`config.mk`:
```
export PLATFORM = sky130hd
export DESIGN_NAME = scpi_message_parser
export DESIGN_NICKNAME = d
export VERILOG_FILES = /design/src/scpi_parser_pkg.sv /design/src/byte_fifo.sv /design/src/scpi_message_parser.sv
export SDC_FILE = /design/constraint.sdc
export NUM_CORES = 1
export LEC_CHECK = 0
export ABC_CLOCK_PERIOD_IN_PS = 19600
export BUFFER_PORTS_ARGS = -buffer_cell sky130_fd_sc_hd__buf_2
export CORE_MARGIN = 4
export CORE_UTILIZATION = 65
export CTS_CLUSTER_DIAMETER = 80
export DETAILED_ROUTE_END_ITERATION = 8
export GPL_TIMING_DRIVEN = 1
export PLACE_DENSITY_LB_ADDON = 0.05
export SYNTH_ARGS = -nofsm -noshare
export SYNTH_HDL_FRONTEND = slang
export SYNTH_SLANG_ARGS = --single-unit
export TNS_END_PERCENT = 20
```
`constraint.sdc`:
```
create_clock -name clk_i -period 19.6 [get_ports clk_i]
set_input_delay 4.9 -clock clk_i [delete_from_list [all_inputs] [get_ports clk_i]]
set_output_delay 4.9 -clock clk_i [all_outputs]
set_load 0.02 [all_outputs]
```
`src/scpi_parser_pkg.sv`:
```
/*
 * Constants, character codes, parser states and the built-in command word
 * table for the program message parser.
 * Assumes the executor downstream knows the word table indices below.
 */
package scpi_parser_pkg;

	// character codes
	localparam logic [7:0] CH_LF    = 8'h0a;
	localparam logic [7:0] CH_SPACE = 8'h20;
	localparam logic [7:0] CH_STAR  = 8'h2a;
	localparam logic [7:0] CH_COMMA = 8'h2c;
	localparam logic [7:0] CH_COLON = 8'h3a;
	localparam logic [7:0] CH_SEMI  = 8'h3b;
	localparam logic [7:0] CH_QUERY = 8'h3f;
	localparam logic [7:0] CH_DIG0  = 8'h30;
	localparam logic [7:0] CH_DIG9  = 8'h39;
	localparam logic [7:0] CH_UA    = 8'h41;
	localparam logic [7:0] CH_UZ    = 8'h5a;
	localparam logic [7:0] CH_LA    = 8'h61;
	localparam logic [7:0] CH_LZ    = 8'h7a;
	localparam logic [7:0] CASE_BIT = 8'h20;

	// word geometry
	localparam int         MAX_LEN     = 12;
	localparam logic [3:0] MAX_LEN_4   = 4'hc;
	localparam logic [3:0] PLAIN_LEN   = 4'h4;  // longest word with no short form
	localparam logic [3:0] VOWEL_SHORT = 4'h3;
	localparam logic [3:0] CONS_SHORT  = 4'h4;
	localparam logic [3:0] EXC_SHORT   = 4'h2;
	localparam logic [1:0] COMMON_LEN  = 2'h3;

	// output queue
	localparam int Q_WIDTH = 9;   // eoi flag above the byte
	localparam int Q_DEPTH = 32;
	localparam int Q_LVL_W = 6;
	localparam logic [Q_LVL_W-1:0] Q_FILL_MAX = 6'h1e;

	// node index meaning "root" / "no implied child"
	localparam logic [3:0] NODE_NONE  = 4'hf;
	localparam int         WORD_COUNT = 10;

	// command word table: long spelling, length, parent, suffix, flags
	localparam logic [95:0] WORD_TXT [WORD_COUNT] = '{
		"STATUS", "OPERATION", "ENABLE", "PRESET", "SENSE",
		{"T", "COUPLE"}, "FUNCTION", "INITIATE", "IMMEDIATE", "CALC"};
	localparam logic [3:0] WORD_LEN [WORD_COUNT] = '{
		4'h6, 4'h9, 4'h6, 4'h6, 4'h5, 4'h7, 4'h8, 4'h8, 4'h9, 4'h4};
	localparam logic [3:0] WORD_PAR [WORD_COUNT] = '{
		4'hf, 4'h0, 4'h1, 4'h0, 4'hf, 4'h4, 4'h4, 4'hf, 4'h7, 4'hf};
	localparam logic [3:0] WORD_SFX [WORD_COUNT] = '{
		4'h0, 4'h0, 4'h0, 4'h0, 4'h0, 4'h0, 4'h0, 4'h0, 4'h0, 4'h1};
	localparam logic [3:0] WORD_IMPL [WORD_COUNT] = '{
		4'hf, 4'hf, 4'hf, 4'hf, 4'hf, 4'hf, 4'hf, 4'h8, 4'hf, 4'hf};
	// optional root words; a child of one may stand as the root
	localparam logic [WORD_COUNT-1:0] WORD_OPT = 10'h010;
	// thermocouple_word: short form is its first two letters
	localparam logic [WORD_COUNT-1:0] WORD_EXC = 10'h020;

	typedef enum logic [2:0] {
		ST_START, ST_WORD, ST_PATH, ST_STAR, ST_PARAM, ST_DROP
	} parse_state_e;

endpackage

```
`src/byte_fifo.sv`:
```
/*
 * Synchronous FIFO with valid/ready on both sides and a fill level.
 * Assumes a single clock; reads and writes may occur in the same cycle.
 */
module byte_fifo #(
	parameter int WIDTH = 8,
	parameter int DEPTH = 32
) (
	input  wire logic                       clk_i,
	input  wire logic                       reset_n_i,
	input  wire logic                       in_valid_i,
	output logic                            in_ready_o,
	input  wire logic [WIDTH-1:0]           in_data_i,
	output logic                            out_valid_o,
	input  wire logic                       out_ready_i,
	output logic [WIDTH-1:0]                out_data_o,
	output logic [$clog2(DEPTH):0]          level_o
);
	localparam int AW = $clog2(DEPTH);

	logic [WIDTH-1:0] mem [DEPTH];
	logic [AW:0]      wr_ptr;
	logic [AW:0]      rd_ptr;
	logic             push;
	logic             pop;

	// full when pointers differ only in the wrap bit
	assign level_o     = wr_ptr - rd_ptr;
	assign in_ready_o  = (level_o != (AW+1)'(DEPTH));
	assign out_valid_o = (level_o != '0);
	assign out_data_o  = mem[rd_ptr[AW-1:0]];
	assign push        = in_valid_i && in_ready_o;
	assign pop         = out_valid_o && out_ready_i;

	// storage write
	always_ff @(posedge clk_i) begin
		if (push) begin
			mem[wr_ptr[AW-1:0]] <= in_data_i;
		end
	end

	// pointer update
	always_ff @(posedge clk_i or negedge reset_n_i) begin
		if (!reset_n_i) begin
			wr_ptr <= '0;
			rd_ptr <= '0;
		end else begin
			if (push) begin
				wr_ptr <= wr_ptr + 1'b1;
			end
			if (pop) begin
				rd_ptr <= rd_ptr + 1'b1;
			end
		end
	end

endmodule

```
`src/scpi_message_parser.sv`:
```
/*
 * Program message parser: splits the incoming byte stream into command
 * words, resolves them against the word table along a path pointer, hands
 * commands to an executor and queues query replies for the talker.
 * Assumes rx/resp/tx handshakes come from logic on clk_i; talk_i is a pin.
 */
// Overview of operation
// - words of four letters or fewer match only when fully spelled.
// - longer word with vowel fourth letter abbreviates to first three letters.
// - longer word with consonant fourth letter abbreviates to first four.
// - the thermocouple_word abbreviates to its first two letters.
// - short forms keep the query mark and mandatory numeric suffix.
// - optional bracketed words are implied; sent or omitted, same result, except a query leaves an implied child out (init? is not init:imm?).
// - an asterisk plus three letters is a common command.
// - each colon inside a path moves the pointer one level down.
// - a colon right after a semicolon returns the pointer to root.
// - after a bare semicolon the next word resolves at the same level, but under init after init ran its implied child.
// - the pointer never moves up; only a restart from root.
// - a leading colon on a message is optional.
// - each message starts at root; optional root children count as root.
// - common commands run anywhere and leave the pointer alone.
// - commands execute strictly in message order.
// - an invalid command raises an error and is not executed.
// - after an error the rest of the message is discarded.
// - replies wait in the output queue until addressed to talk.
// - replies separated by semicolons, items within a reply by commas.
// - every reply message ends with line feed carrying eoi.
// - word matching ignores letter case.
// - partial truncations are rejected with an error.
module scpi_message_parser (
	input  wire logic        clk_i,
	input  wire logic        reset_n_i,
	input  wire logic        rx_valid_i,
	output logic             rx_ready_o,
	input  wire logic [7:0]  rx_data_i,
	input  wire logic        rx_eoi_i,
	output logic             cmd_valid_o,
	output logic [3:0]       cmd_id_o,
	output logic             cmd_query_o,
	output logic             common_valid_o,
	output logic [23:0]      common_code_o,
	output logic             common_query_o,
	output logic             err_o,
	input  wire logic        resp_valid_i,
	output logic             resp_ready_o,
	input  wire logic [7:0]  resp_data_i,
	input  wire logic        resp_item_end_i,
	input  wire logic        resp_end_i,
	input  wire logic        talk_i,
	output logic             tx_valid_o,
	input  wire logic        tx_ready_i,
	output logic [7:0]       tx_data_o,
	output logic             tx_eoi_o
);
	scpi_parser_pkg::parse_state_e state;
	scpi_parser_pkg::parse_state_e next_state;

	logic [95:0] word;
	logic [3:0]  wlen;
	logic [3:0]  wsfx;
	logic        wqry;
	logic [95:0] next_word;
	logic [3:0]  next_wlen;
	logic [3:0]  next_wsfx;
	logic        next_wqry;
	logic [23:0] scode;
	logic [1:0]  scnt;
	logic        squery;
	logic [23:0] next_scode;
	logic [1:0]  next_scnt;
	logic        next_squery;
	logic [3:0]  cur_parent;
	logic [3:0]  hit_idx;
	logic        hit_found;
	logic [3:0]  exec_id;
	logic        acc;
	logic        bad_char;
	logic        word_done;
	logic        go_down;
	logic        go_root;
	logic        do_err;
	logic        do_end;
	logic        do_exec;
	logic        do_common;
	logic [7:0]  uc;
	logic [3:0]  q_issued;
	logic [3:0]  q_done;
	logic        msg_closed;
	logic        comma_due;
	logic        semi_due;
	logic        resp_acc;
	logic        q_new;
	logic        q_wr;
	logic [8:0]  q_wdata;
	logic        q_in_ready;
	logic        q_out_valid;
	logic        q_out_ready;
	logic [8:0]  q_out_data;
	logic [5:0]  q_level;
	logic        talk_meta;
	logic        talk_sync;

	function automatic logic is_letter(input logic [7:0] c);
		return (c >= scpi_parser_pkg::CH_UA && c <= scpi_parser_pkg::CH_UZ) ||
			(c >= scpi_parser_pkg::CH_LA && c <= scpi_parser_pkg::CH_LZ);
	endfunction

	function automatic logic is_digit(input logic [7:0] c);
		return c >= scpi_parser_pkg::CH_DIG0 && c <= scpi_parser_pkg::CH_DIG9;
	endfunction

	// short form length of a table entry
	function automatic logic [3:0] short_len(input int i);
		logic [3:0] l;
		logic [7:0] c4;
		l = scpi_parser_pkg::WORD_LEN[i];
		c4 = scpi_parser_pkg::WORD_TXT[i][8*(int'(l)-4) +: 8];
		if (scpi_parser_pkg::WORD_EXC[i]) begin
			return scpi_parser_pkg::EXC_SHORT;
		end else if (l <= scpi_parser_pkg::PLAIN_LEN) begin
			return l;
		end else if (c4 == "A" || c4 == "E" || c4 == "I" || c4 == "O" ||
				c4 == "U") begin
			return scpi_parser_pkg::VOWEL_SHORT;
		end
		return scpi_parser_pkg::CONS_SHORT;
	endfunction

	// typed word (left aligned, upper case) against table entry i
	function automatic logic word_hit(input int i, input logic [95:0] w,
			input logic [3:0] wl, input logic [3:0] ws);
		logic [3:0] l;
		logic       same;
		l = scpi_parser_pkg::WORD_LEN[i];
		same = 1'b1;
		for (int k = 0; k < scpi_parser_pkg::MAX_LEN; k++) begin
			if (k < int'(wl) && k < int'(l)) begin
				if (w[8*(scpi_parser_pkg::MAX_LEN-1-k) +: 8] !=
						scpi_parser_pkg::WORD_TXT[i][8*(int'(l)-1-k) +: 8]) begin
					same = 1'b0;
				end
			end
		end
		// only the full or the exact short length is legal
		return same && (wl == l || wl == short_len(i)) &&
			(ws == scpi_parser_pkg::WORD_SFX[i]);
	endfunction

	assign acc      = rx_valid_i && rx_ready_o;
	assign uc       = is_letter(rx_data_i) ?
		(rx_data_i & ~scpi_parser_pkg::CASE_BIT) : rx_data_i;
	assign exec_id  = (scpi_parser_pkg::WORD_IMPL[hit_idx] !=
		scpi_parser_pkg::NODE_NONE && !next_wqry) ?
		scpi_parser_pkg::WORD_IMPL[hit_idx] : hit_idx;

	// word and common-code view including the current byte
	always_comb begin
		next_word   = (state == scpi_parser_pkg::ST_WORD) ? word : '0;
		next_wlen   = (state == scpi_parser_pkg::ST_WORD) ? wlen : '0;
		next_wsfx   = (state == scpi_parser_pkg::ST_WORD) ? wsfx : '0;
		next_wqry   = (state == scpi_parser_pkg::ST_WORD) ? wqry : 1'b0;
		next_scode  = scode;
		next_scnt   = scnt;
		next_squery = squery;
		bad_char    = 1'b0;
		if (state == scpi_parser_pkg::ST_STAR) begin
			if (is_letter(rx_data_i) && scnt != scpi_parser_pkg::COMMON_LEN) begin
				next_scode = {scode[15:0], uc};
				next_scnt  = scnt + 2'h1;
			end else if (rx_data_i == scpi_parser_pkg::CH_QUERY &&
					scnt == scpi_parser_pkg::COMMON_LEN && !squery) begin
				next_squery = 1'b1;
			end
		end else if (is_letter(rx_data_i)) begin
			if (next_wqry || next_wsfx != '0 ||
					next_wlen == scpi_parser_pkg::MAX_LEN_4) begin
				bad_char = 1'b1;
			end else begin
				next_word[8*(scpi_parser_pkg::MAX_LEN-1-int'(next_wlen)) +: 8] = uc;
				next_wlen = next_wlen + 4'h1;
			end
		end else if (is_digit(rx_data_i)) begin
			if (next_wlen == '0 || next_wqry || next_wsfx != '0) begin
				bad_char = 1'b1;
			end
			next_wsfx = 4'(rx_data_i - scpi_parser_pkg::CH_DIG0);
		end else if (rx_data_i == scpi_parser_pkg::CH_QUERY) begin
			bad_char  = next_wqry || next_wlen == '0;
			next_wqry = 1'b1;
		end
	end

	// resolve the word under the path pointer, or under an optional root
	always_comb begin
		hit_idx   = scpi_parser_pkg::NODE_NONE;
		hit_found = 1'b0;
		for (int i = 0; i < scpi_parser_pkg::WORD_COUNT; i++) begin
			if (!hit_found && word_hit(i, next_word, next_wlen, next_wsfx) &&
					(scpi_parser_pkg::WORD_PAR[i] == cur_parent ||
					(cur_parent == scpi_parser_pkg::NODE_NONE &&
					scpi_parser_pkg::WORD_PAR[i] != scpi_parser_pkg::NODE_NONE &&
					scpi_parser_pkg::WORD_OPT[scpi_parser_pkg::WORD_PAR[i]]))) begin
				hit_idx   = 4'(i);
				hit_found = 1'b1;
			end
		end
	end

	// byte classification and next parser state
	always_comb begin
		next_state = state;
		word_done  = 1'b0;
		go_down    = 1'b0;
		go_root    = 1'b0;
		do_err     = 1'b0;
		do_common  = 1'b0;
		do_end     = acc && (rx_data_i == scpi_parser_pkg::CH_LF || rx_eoi_i);
		if (acc) begin
			unique case (state)
				scpi_parser_pkg::ST_START: begin
					if (rx_data_i == scpi_parser_pkg::CH_COLON) begin
						go_root    = 1'b1;
						next_state = scpi_parser_pkg::ST_PATH;
					end else if (rx_data_i == scpi_parser_pkg::CH_STAR) begin
						next_state = scpi_parser_pkg::ST_STAR;
					end else if (is_letter(rx_data_i)) begin
						next_state = scpi_parser_pkg::ST_WORD;
					end else if (rx_data_i != scpi_parser_pkg::CH_SPACE &&
							rx_data_i != scpi_parser_pkg::CH_LF) begin
						do_err = 1'b1;
					end
				end
				scpi_parser_pkg::ST_WORD: begin
					if (rx_data_i == scpi_parser_pkg::CH_COLON) begin
						go_down    = 1'b1;
						do_err     = wqry;
						next_state = scpi_parser_pkg::ST_PATH;
					end else if (rx_data_i == scpi_parser_pkg::CH_SEMI) begin
						word_done  = 1'b1;
						next_state = scpi_parser_pkg::ST_START;
					end else if (rx_data_i == scpi_parser_pkg::CH_SPACE) begin
						word_done  = 1'b1;
						next_state = scpi_parser_pkg::ST_PARAM;
					end else if (rx_data_i == scpi_parser_pkg::CH_LF) begin
						word_done  = 1'b1;
					end else begin
						do_err = bad_char || !(is_letter(rx_data_i) ||
							is_digit(rx_data_i) ||
							rx_data_i == scpi_parser_pkg::CH_QUERY);
					end
				end
				scpi_parser_pkg::ST_PATH: begin
					if (is_letter(rx_data_i)) begin
						next_state = scpi_parser_pkg::ST_WORD;
					end else begin
						do_err = 1'b1;
					end
				end
				scpi_parser_pkg::ST_STAR: begin
					if (scnt == scpi_parser_pkg::COMMON_LEN &&
							(rx_data_i == scpi_parser_pkg::CH_SEMI ||
							rx_data_i == scpi_parser_pkg::CH_SPACE ||
							rx_data_i == scpi_parser_pkg::CH_LF)) begin
						do_common  = 1'b1;
						next_state = (rx_data_i == scpi_parser_pkg::CH_SPACE) ?
							scpi_parser_pkg::ST_PARAM : scpi_parser_pkg::ST_START;
					end else if (next_scnt == scnt && next_squery == squery) begin
						do_err = 1'b1;
					end
				end
				scpi_parser_pkg::ST_PARAM: begin
					if (rx_data_i == scpi_parser_pkg::CH_SEMI) begin
						next_state = scpi_parser_pkg::ST_START;
					end
				end
				scpi_parser_pkg::ST_DROP: begin
					next_state = scpi_parser_pkg::ST_DROP;
				end
			endcase
			// eoi on a data byte closes whatever was being built
			if (rx_eoi_i && rx_data_i != scpi_parser_pkg::CH_LF && !do_err) begin
				if (next_state == scpi_parser_pkg::ST_WORD) begin
					word_done = 1'b1;
				end else if (next_state == scpi_parser_pkg::ST_STAR) begin
					do_common = next_scnt == scpi_parser_pkg::COMMON_LEN;
					do_err    = !do_common;
				end else if (next_state == scpi_parser_pkg::ST_PATH) begin
					do_err = !go_root;
				end
			end
			if ((word_done || go_down) && !hit_found) begin
				do_err = 1'b1;
			end
			if (do_err) begin
				next_state = scpi_parser_pkg::ST_DROP;
			end
			if (do_end) begin
				next_state = scpi_parser_pkg::ST_START;
			end
		end
	end
	assign do_exec = word_done && !do_err;

	// parser state and word buffers
	always_ff @(posedge clk_i or negedge reset_n_i) begin
		if (!reset_n_i) begin
			state  <= scpi_parser_pkg::ST_START;
			word   <= '0;
			wlen   <= '0;
			wsfx   <= '0;
			wqry   <= 1'b0;
			scode  <= '0;
			scnt   <= '0;
			squery <= 1'b0;
		end else if (acc) begin
			state  <= next_state;
			word   <= next_word;
			wlen   <= next_wlen;
			wsfx   <= next_wsfx;
			wqry   <= next_wqry;
			scode  <= (state == scpi_parser_pkg::ST_STAR) ? next_scode : '0;
			scnt   <= (state == scpi_parser_pkg::ST_STAR) ? next_scnt : '0;
			squery <= (state == scpi_parser_pkg::ST_STAR) && next_squery;
		end
	end

	// path pointer: only down, or back to root
	always_ff @(posedge clk_i or negedge reset_n_i) begin
		if (!reset_n_i) begin
			cur_parent <= scpi_parser_pkg::NODE_NONE;
		end else if (do_end) begin
			cur_parent <= scpi_parser_pkg::NODE_NONE;
		end else if (go_root) begin
			cur_parent <= scpi_parser_pkg::NODE_NONE;
		end else if (go_down && !do_err) begin
			cur_parent <= hit_idx;
		end else if (do_exec) begin
			cur_parent <= scpi_parser_pkg::WORD_PAR[exec_id];
		end
	end

	// command and error strobes, in byte order
	always_ff @(posedge clk_i or negedge reset_n_i) begin
		if (!reset_n_i) begin
			rx_ready_o     <= 1'b0;
			cmd_valid_o    <= 1'b0;
			cmd_id_o       <= '0;
			cmd_query_o    <= 1'b0;
			common_valid_o <= 1'b0;
			common_code_o  <= '0;
			common_query_o <= 1'b0;
			err_o          <= 1'b0;
		end else begin
			rx_ready_o     <= 1'b1;
			cmd_valid_o    <= do_exec;
			cmd_id_o       <= do_exec ? exec_id : cmd_id_o;
			cmd_query_o    <= do_exec ? next_wqry : cmd_query_o;
			common_valid_o <= do_common && !do_err;
			common_code_o  <= do_common ? next_scode : common_code_o;
			common_query_o <= do_common ? next_squery : common_query_o;
			err_o          <= do_err;
		end
	end

	assign resp_acc = resp_valid_i && resp_ready_o;
	// one more reply is owed for a query executed this cycle
	assign q_new    = (do_exec && next_wqry) ||
		(do_common && !do_err && next_squery);

	// reply assembly: separators, then bytes, then terminator
	always_comb begin
		q_wr    = 1'b0;
		q_wdata = {1'b0, resp_data_i};
		if (comma_due) begin
			q_wr    = 1'b1;
			q_wdata = {1'b0, scpi_parser_pkg::CH_COMMA};
		end else if (semi_due && resp_valid_i) begin
			q_wr    = 1'b1;
			q_wdata = {1'b0, scpi_parser_pkg::CH_SEMI};
		end else if (resp_acc) begin
			q_wr    = 1'b1;
		end else if (msg_closed && q_done == q_issued) begin
			q_wr    = 1'b1;
			q_wdata = {1'b1, scpi_parser_pkg::CH_LF};
		end
	end

	// reply bookkeeping for the message in progress
	always_ff @(posedge clk_i or negedge reset_n_i) begin
		if (!reset_n_i) begin
			q_issued     <= '0;
			q_done       <= '0;
			msg_closed   <= 1'b0;
			comma_due    <= 1'b0;
			semi_due     <= 1'b0;
			resp_ready_o <= 1'b0;
		end else begin
			comma_due <= resp_acc && resp_item_end_i && !resp_end_i;
			if (q_wr && q_wdata[8]) begin
				q_issued   <= 4'(q_new); // a new query wins over the clear
				q_done     <= '0;
				msg_closed <= do_end && q_new;
				semi_due   <= 1'b0;
			end else begin
				q_issued <= q_issued + 4'(q_new);
				q_done   <= q_done + 4'(resp_acc && resp_end_i);
				if (do_end && (q_issued != '0 || q_new)) begin
					msg_closed <= 1'b1;
				end
				if (resp_acc && resp_end_i) begin
					semi_due <= 1'b1;
				end else if (q_wr && !comma_due && semi_due) begin
					semi_due <= 1'b0;
				end
			end
			resp_ready_o <= !(resp_acc && resp_item_end_i && !resp_end_i) &&
				!(resp_acc && resp_end_i) &&
				!(semi_due && !(resp_valid_i && !comma_due)) &&
				(q_level <= scpi_parser_pkg::Q_FILL_MAX);
		end
	end

	byte_fifo #(
		.WIDTH(scpi_parser_pkg::Q_WIDTH),
		.DEPTH(scpi_parser_pkg::Q_DEPTH)
	) out_queue (
		.clk_i      (clk_i),
		.reset_n_i  (reset_n_i),
		.in_valid_i (q_wr),
		.in_ready_o (q_in_ready),
		.in_data_i  (q_wdata),
		.out_valid_o(q_out_valid),
		.out_ready_i(q_out_ready),
		.out_data_o (q_out_data),
		.level_o    (q_level)
	);

	// talk address pin synchroniser
	always_ff @(posedge clk_i or negedge reset_n_i) begin
		if (!reset_n_i) begin
			talk_meta <= 1'b0;
			talk_sync <= 1'b0;
		end else begin
			talk_meta <= talk_i;
			talk_sync <= talk_meta;
		end
	end

	// talker: drains the queue only while addressed to talk
	assign q_out_ready = talk_sync && (!tx_valid_o || tx_ready_i);
	always_ff @(posedge clk_i or negedge reset_n_i) begin
		if (!reset_n_i) begin
			tx_valid_o <= 1'b0;
			tx_data_o  <= '0;
			tx_eoi_o   <= 1'b0;
		end else if (q_out_ready && q_out_valid) begin
			tx_valid_o <= 1'b1;
			tx_data_o  <= q_out_data[7:0];
			tx_eoi_o   <= q_out_data[8];
		end else if (tx_ready_i) begin
			tx_valid_o <= 1'b0;
		end
	end
endmodule

```
After elaboration in Yosys (flattened, before gate mapping)
Memories as Yosys holds them, arrays and structs flattened. A register that Yosys moved wholly into a read port is not among the register bits.
Index checks and enable logic that the tools add are counted.
{"block": "classes", "addsub": 10, "order_cmp": 18, "n_eq_ne": 95, "shift": 2, "n_mux": 269, "bitwise": 2, "n_reduce_logical": 137}
{"op": "8-bit by 7-bit inequality test with 1-bit output (second input constant)", "n": 56}
{"op": "96-bit two-way mux", "n": 4}
{"op": "1-bit two-way mux", "n": 210}
{"op": "4-bit two-way mux", "n": 29}
{"op": "96-bit bitwise mux", "n": 1}
{"op": "8-bit by 33-bit variable shift with 96-bit output (first input constant)", "n": 1}
{"op": "8-bit by 33-bit variable part select with 96-bit output", "n": 1}
{"op": "1-bit logical AND", "n": 79}
{"op": "24-bit two-way mux", "n": 3}
{"op": "8-bit by 6-bit equality test with 1-bit output (second input constant)", "n": 5}
{"op": "3-bit two-way mux", "n": 12}
{"op": "9-bit two-way mux", "n": 4}
{"op": "8-bit negator with 33-bit output", "n": 1}
{"op": "1-bit logical NOT", "n": 25}
{"op": "1-bit logical OR", "n": 22}
{"op": "3-bit case mux with 6 select lines", "n": 1}
{"op": "4-bit by 3-bit equality test with 1-bit output (second input constant)", "n": 4}
{"op": "4-bit equality test (second input constant)", "n": 4}
{"op": "8-bit by 7-bit >= comparator with 1-bit output (second input constant)", "n": 2}
{"op": "8-bit by 7-bit less-or-equal comparator with 1-bit output (second input constant)", "n": 2}
{"op": "3-bit by 4-bit less-than comparator with 1-bit output (first input constant)", "n": 4}
{"op": "6-bit by 1-bit adder with 6-bit output (second input constant)", "n": 2}
{"op": "3-bit by 2-bit equality test with 1-bit output (second input constant)", "n": 4}
{"op": "4-bit logical NOT", "n": 3}
{"op": "39 further kinds", "n": 54}
{"block": "totals", "reg_bits": 200, "ramBits": 288, "romBits": 128, "out_inout_bits": 45, "wordCells": 564, "mem_count": 3}
{"name": "out_queue.mem", "words": 32, "width": 9, "read_ports": 1, "rd_ports_with_merged_regs": 1, "wr": 1, "line": "byte_fifo.sv:21", "rtl": "logic [WIDTH-1:0] mem [DEPTH];"}
{"name": "(name not given)", "words": 16, "width": 4, "read_ports": 1, "rd_ports_with_merged_regs": 0, "wr": 0, "line": "scpi_message_parser.sv:338", "rtl": "cur_parent <= scpi_parser_pkg::WORD_PAR[exec_id];"}
{"name": "(name not given)", "words": 16, "width": 4, "read_ports": 1, "rd_ports_with_merged_regs": 0, "wr": 0, "line": "scpi_message_parser.sv:154", "rtl": "scpi_parser_pkg::WORD_IMPL[hit_idx] : hit_idx;"}

Logic depth before layout (Yosys ltp)
{"block": "logic_depth", "word_depth": 80, "mapped_depth": 27}

Cells and area by module
From an unflattened synthesis, not the netlist that was laid out.
{"block": "unflattened", "cells_unflattened": 1978, "hier_area_um2": 23815.3}
{"module": "byte_fifo", "n_inst": 1, "cells_each": 564, "area_each_um2": 11945.2, "seq_area_each_um2": 8948.6}
{"module": "scpi_message_parser", "n_inst": 1, "cells_each": 1414, "area_each_um2": 11870.1, "seq_area_each_um2": 4334.2}

Least setup slack after synthesis
OpenSTA, ideal clock, no wires.
{"block": "synth_timing", "kind": "input -> register", "start": "in rx_data_i[2]", "end": "reg q_issued[1]", "setup_time_ns": 0.161, "arrival_ns": 8.817, "t_required_ns": 19.439, "slack_ns": 10.622, "cell_stages": 19, "path_cell_list": "clkbuf_1 > or4_1 > o22a_1 > nand4_1 > buf_2 > clkbuf_1 > nand2_1 > o211ai_1 > o211ai_1 > o2111ai_1 > o22ai_2 > or4_4 > o21ai_4 > inv_2 > a21oi_2 > inv_1 > ha_1 > ha_1 > nor2b_1"}
{"block": "synth_via", "elab_chain_cells": 76, "word_cells_on_any_way": 399}
{"item": "start, declared", "line": "scpi_message_parser.sv:35", "rtl": "input wire logic [7:0] rx_data_i,"}
{"item": "8-bit by 7-bit >= comparator with 1-bit output (tied with other cells)", "line": "scpi_message_parser.sv:104", "rtl": "return (c >= scpi_parser_pkg::CH_UA && c <= scpi_parser_pkg::CH_UZ) ||"}
{"item": "1-bit logical AND (on tied branches)", "line": "scpi_message_parser.sv:104, scpi_message_parser.sv:105"}
{"item": "1-bit logical OR", "line": "scpi_message_parser.sv:104"}
{"item": "6-bit two-way mux", "line": "scpi_message_parser.sv:150", "rtl": "assign uc = is_letter(rx_data_i) ?"}
{"item": "8-bit by 33-bit variable part select with 96-bit output", "line": "scpi_message_parser.sv:179", "rtl": "next_word[8*(scpi_parser_pkg::MAX_LEN-1-int'(next_wlen)) +: 8] = uc;"}
{"item": "96-bit bitwise mux", "line": "scpi_message_parser.sv:179"}
{"item": "96-bit two-way mux", "line": "scpi_message_parser.sv:175", "rtl": "if (next_wqry || next_wsfx != '0 ||"}
{"item": "96-bit two-way mux", "line": "scpi_message_parser.sv:174", "rtl": "end else if (is_letter(rx_data_i)) begin"}
{"item": "(+60 left out)"}
{"item": "1-bit two-way mux (2 in series)", "line": "scpi_message_parser.sv:218", "rtl": "if (acc) begin"}
{"item": "1-bit logical NOT", "line": "scpi_message_parser.sv:302", "rtl": "assign do_exec = word_done && !do_err;"}
{"item": "1-bit logical AND *", "line": "scpi_message_parser.sv:302"}
{"item": "named net do_exec", "line": "scpi_message_parser.sv:83", "rtl": "logic do_exec;"}
{"item": "1-bit logical AND *", "line": "scpi_message_parser.sv:367", "rtl": "assign q_new = (do_exec && next_wqry) ||"}
{"item": "1-bit logical OR *", "line": "scpi_message_parser.sv:367"}
{"item": "4-bit by 1-bit adder with 4-bit output *", "line": "scpi_message_parser.sv:405", "rtl": "q_issued <= q_issued + 4'(q_new);"}
{"item": "4-bit two-way mux *", "line": "scpi_message_parser.sv:399", "rtl": "if (q_wr && q_wdata[8]) begin"}
{"item": "end signal, assigned", "line": "scpi_message_parser.sv:400", "rtl": "q_issued <= 4'(q_new);"}
{"item": "end signal, assigned", "line": "scpi_message_parser.sv:405"}
{"item": "end, declared", "line": "scpi_message_parser.sv:86", "rtl": "logic [3:0] q_issued;"}
Mark *: on every way through the listed nets, which the timed path passes. The rest lies on a longest branch. The select of a mux whose other input is x is not followed.
A chain may end at the register's enable or synchronous reset.

Final worst setup path
{"block": "layout_timing", "start": "in rx_data_i[0]", "end": "reg q_issued[3]"}
Same word-level chain as after synthesis.

==> metrics <==
status finished, final reports clean; Slew Limit Headroom a little over an eighth; nets 1,966; final hold vios 0; initial core utilization 66.27%; Crit Path Category in2reg; largest net degree at the start of global routing 100; FILL cells approximately 2,200; final worst slack between 10 and 15 ns; Max Cap Violations 0; Post-Syn Area 0.02306 mm2; post_cts resized 0; Routed Antenna Nets 0; DR vias/cell between 7 and 8; WL/cell 30.54 um; area of the multi-input gates 0.009304 mm2; initial antenna violation count 1; Initial DRC Count approximately 2,800; Root Buffer clkbuf_16; VDD IR max 0.1154 mV; Leak 0.009540 uW; Core ar. 0.03480 mm2; Setup Skew 0.02580 ns; Least-Margin Pin Slew 1.295 ns; GRT Util Overall a little under two fifths; hold_buf cts 0; I/O pins 70; crit path max fanout 23; clock slew at reported path FFs about 0.06 ns; first-pass GRT wire length 110.2 mm; Max clock buf depth 3; P&R area growth vs syn 10.41%; # diodes 0; post-synthesis sequential area ratio about 58%; worst-skew pair later-pin latency 0.62 ns; Die ar. 0.03856 mm2; Pre-antenna DRT Iters 7; DP HPWL between 40 and 50 mm; setup bufs post-CTS 0; synth warn 0; I/O Buffers slightly below 70; Hold WC Path Type reg2reg; delay-heaviest family, CP simple AND/OR/NAND/NOR gates; Die H 196.4 um; CP Buf/Inv Count 4; Synth Area per Inst 12.35 um2; Post-synth ARST share between 30% and 40%; FF/Latch Area 0.01329 mm2; Die W 196.4 um; max-slew violation count 0; Max H-tree Level 2; Site Rows 68; RSZ-0062 raised after global routing no; crit path DAT 9.75 ns; Synth Instances around 1,900; Residual DRC 0; Fmax 107.7 MHz; pwr dens 114.8 mW/mm2; CP endpoint kind register; Yosys cell types 100; TritonCTS clock tree built; Worst EP required around 20 ns; Final Power 2923 uW; layout cells sized above 1 approximately 17%; gr ovfl total 0; final setup fails 0; Synth Flop Type edfxtp_1; Tcrit/Tclk final 47.36%; FF+latch count, synth between 400 and 500; Net Count, Synth between 1,500 and 2,000; clk sink count 473; GPL Wtd Cong 1.073; DR vias 17,560; critical path's largest stage delay around 0.6 ns; EDFF count, synth 288; fin crit period 9.282 ns; cts bufs inserted 47; CP cell instances buf_2 -> or4_1 -> o22a_1 -> nand4_1 -> buf_4 -> nor3_2 -> mux2_2 -> o41ai_2 -> or4b_1 -> o21ai_1 -> or4_4 -> o21ai_4 -> inv_2 -> a21oi_2 -> inv_1 -> ha_1 -> nand3_1 -> xnor2_1 -> nor2b_1; DRT Wirelength 73.64 mm; vias in the first global route between 15,000 and 20,000; Startpoint Class primary input; dpl ws 9.800 ns; TNS Setup 0 ns; Worst path slowest cell nor3_2
-- placed cells by master, fill, tap and decap left out, types with 12 or more instances in the layout --
cell type | Yosys | routed
nor3_1 | 40 | 40
o211ai_1 | 14 | 14
and3_1 | 19 | 18
nand4_1 | 36 | 36
buf_4 | 0 | 27
o31ai_1 | 19 | 19
inv_1 | 31 | 31
clkbuf_16 | 0 | 48
dfrtp_1 | 181 | 179
mux2i_1 | 50 | 50
o21ai_0 | 132 | 132
mux2_2 | 13 | 13
nor2b_1 | 16 | 16
or4_1 | 13 | 13
o22ai_1 | 13 | 13
edfxtp_1 | 288 | 288
a31oi_1 | 13 | 12
buf_2 | 7 | 68
nor4_1 | 27 | 27
a22o_1 | 23 | 23
nand3_1 | 58 | 58
a21oi_1 | 46 | 44
and2_1 | 25 | 25
ha_1 | 22 | 22
nand2_1 | 212 | 212
nand2b_1 | 18 | 18
nand3b_1 | 12 | 12
mux4_2 | 90 | 90
nor2_1 | 133 | 133
xnor2_1 | 19 | 19
-- registers in the layout (all words and copies together), names as in the netlist, 6 cells and up --
signal,cells
scode,24
common_code_o,24
word,72
tx_data_o,8
out_queue.rd_ptr,6
out_queue.wr_ptr,6
out_queue.mem,288
-- path summary, 6_finish.rpt --
check | start | to | slack (ns) | cells past startpoint
max | rx_data_i[0] | q_issued[3]$_DFF_PN0_ | 10.32 | 19
min | talk_meta$_DFF_PN0_ | talk_sync$_DFF_PN0_ | 0.36 | 0
max reg2reg | state[0]$_DFFE_PN0P_ | q_issued[3]$_DFF_PN0_ | 11.59 | 23
min reg2reg | talk_meta$_DFF_PN0_ | talk_sync$_DFF_PN0_ | 0.36 | 0
max in group asynchronous | reset_n_i | out_queue.rd_ptr[0]$_DFFE_PN0P_ | 13.40 | 2
min in group asynchronous | reset_n_i | word[29]$_DFFE_PN0P_ | 4.36 | 1
-- worst reg2reg max path, stage by stage (launching register included) --
cell and delay (ns):
dfrtp_1 0.60, nor3b_2 0.27, buf_4 0.36, nand2_1 0.29, ha_1 0.39, nor3_1 0.28
ha_1 0.52, nor4b_1 0.79, and3_1 0.43, nand3_1 0.37, nor3_2 0.63, mux2_2 0.45
o41ai_2 0.48, or4b_1 0.49, o21ai_1 0.36, or4_4 0.23, o21ai_4 0.08, inv_2 0.16
a21oi_2 0.09, inv_1 0.09, ha_1 0.17, nand3_1 0.10, xnor2_1 0.13, nor2b_1 0.14
-- cell type report --
type,count,share of cell area (%)
inverters,32,0.4717
repair buffers,98,2.354
well taps,455,2.236
flip-flops and latches,473,52.19
clock buffers,71,5.509
clock inverters,17,0.7027
multi-input cells,1265,36.54
-- routing by layer --
layer	part of all wire, %	up-vias	track usage (%)
li1	-	7276	-
met3	11	327	6.068
met2	48	1327	61.54
met5	0.016	-	0
met4	6.2	2	18.28
met1	35	8630	50.75
-- per-stage QoR --
stage	instances	hold WS, ns	instance area, um2	utilization, %
3_3_place_gp	2321	0.3436	23840	68.50
6_report	2411	0.3589	25460	73.17
2_1_floorplan	1867	0.3312	23060	-
3_5_place_dp	2321	0.3433	23840	68.50
4_1_cts	2409	0.3622	25420	73.04
5_1_grt	2411	0.3721	25460	73.17
-- cells in the mapped netlist, types with 5 or more instances --
| master | n | area [um2] |
|---|---|---|
| and2_1 | 25 | 156.4 |
| o31ai_1 | 19 | 142.6 |
| o22ai_1 | 13 | 81.33 |
| nand2_1 | 212 | 795.8 |
| buf_1 | 10 | 37.54 |
| a2111oi_0 | 5 | 43.79 |
| and3_1 | 19 | 118.9 |
| o21ai_1 | 6 | 30.03 |
| ha_1 | 22 | 275.3 |
| clkbuf_1 | 79 | 296.5 |
| mux4_2 | 90 | 2027 |
| a21oi_1 | 46 | 230.2 |
| xnor2_1 | 19 | 166.4 |
| a22o_1 | 23 | 201.4 |
| mux2i_1 | 50 | 500.5 |
| a22oi_1 | 5 | 37.54 |
| inv_1 | 31 | 116.4 |
| nor2b_1 | 16 | 100.1 |
| nand4_1 | 36 | 225.2 |
| nand2b_1 | 18 | 112.6 |
| and4_1 | 9 | 78.83 |
| buf_2 | 7 | 35.03 |
| a31oi_1 | 13 | 81.33 |
| or4_1 | 13 | 97.59 |
| nor4_1 | 27 | 168.9 |
| o211ai_1 | 14 | 105.1 |
| o21ai_0 | 132 | 660.6 |
| nand3_1 | 58 | 290.3 |
| nor2_1 | 133 | 499.2 |
| a211oi_1 | 11 | 82.58 |
| mux2_2 | 13 | 146.4 |
| o21a_1 | 6 | 45.04 |
| dfrtp_1 | 181 | 4529 |
| nand3b_1 | 12 | 90.09 |
| a21o_1 | 11 | 82.58 |
| nor3b_1 | 11 | 82.58 |
| or2_2 | 9 | 56.30 |
| or3_1 | 8 | 50.05 |
| nor4b_1 | 9 | 78.83 |
| edfxtp_1 | 288 | 8648 |
| nor3_1 | 40 | 200.2 |
| or3b_2 | 7 | 61.31 |
-- kinds of logic (layout without fill, tap and decap cells) --
| logic type | after synthesis | count (layout) | synth area share [%] |
|---|---|---|---|
| other | 1 | 1 | 0.01626 |
| adder cells (fa/ha/maj) | 24 | 24 | 1.367 |
| flip-flops | 473 | 473 | 57.60 |
| buffers and inverters | 129 | 218 | 2.143 |
| XOR/XNOR | 24 | 24 | 0.9441 |
| AND/OR/NAND/NOR | 694 | 694 | 15.64 |
| AO/OA/AOI/OAI | 368 | 368 | 10.63 |
| multiplexers | 154 | 154 | 11.66 |
-- where the power goes --
group | switching, uW | internal (uW) | leakage [uW]
Clock | 415 | 516 | 0.000789
Combinational | 464 | 311 | 0.00368
Sequential | 75.2 | 1140 | 0.00507
Total | 954 | 1970 | 0.00954
(Power assumes the default switching activity.)
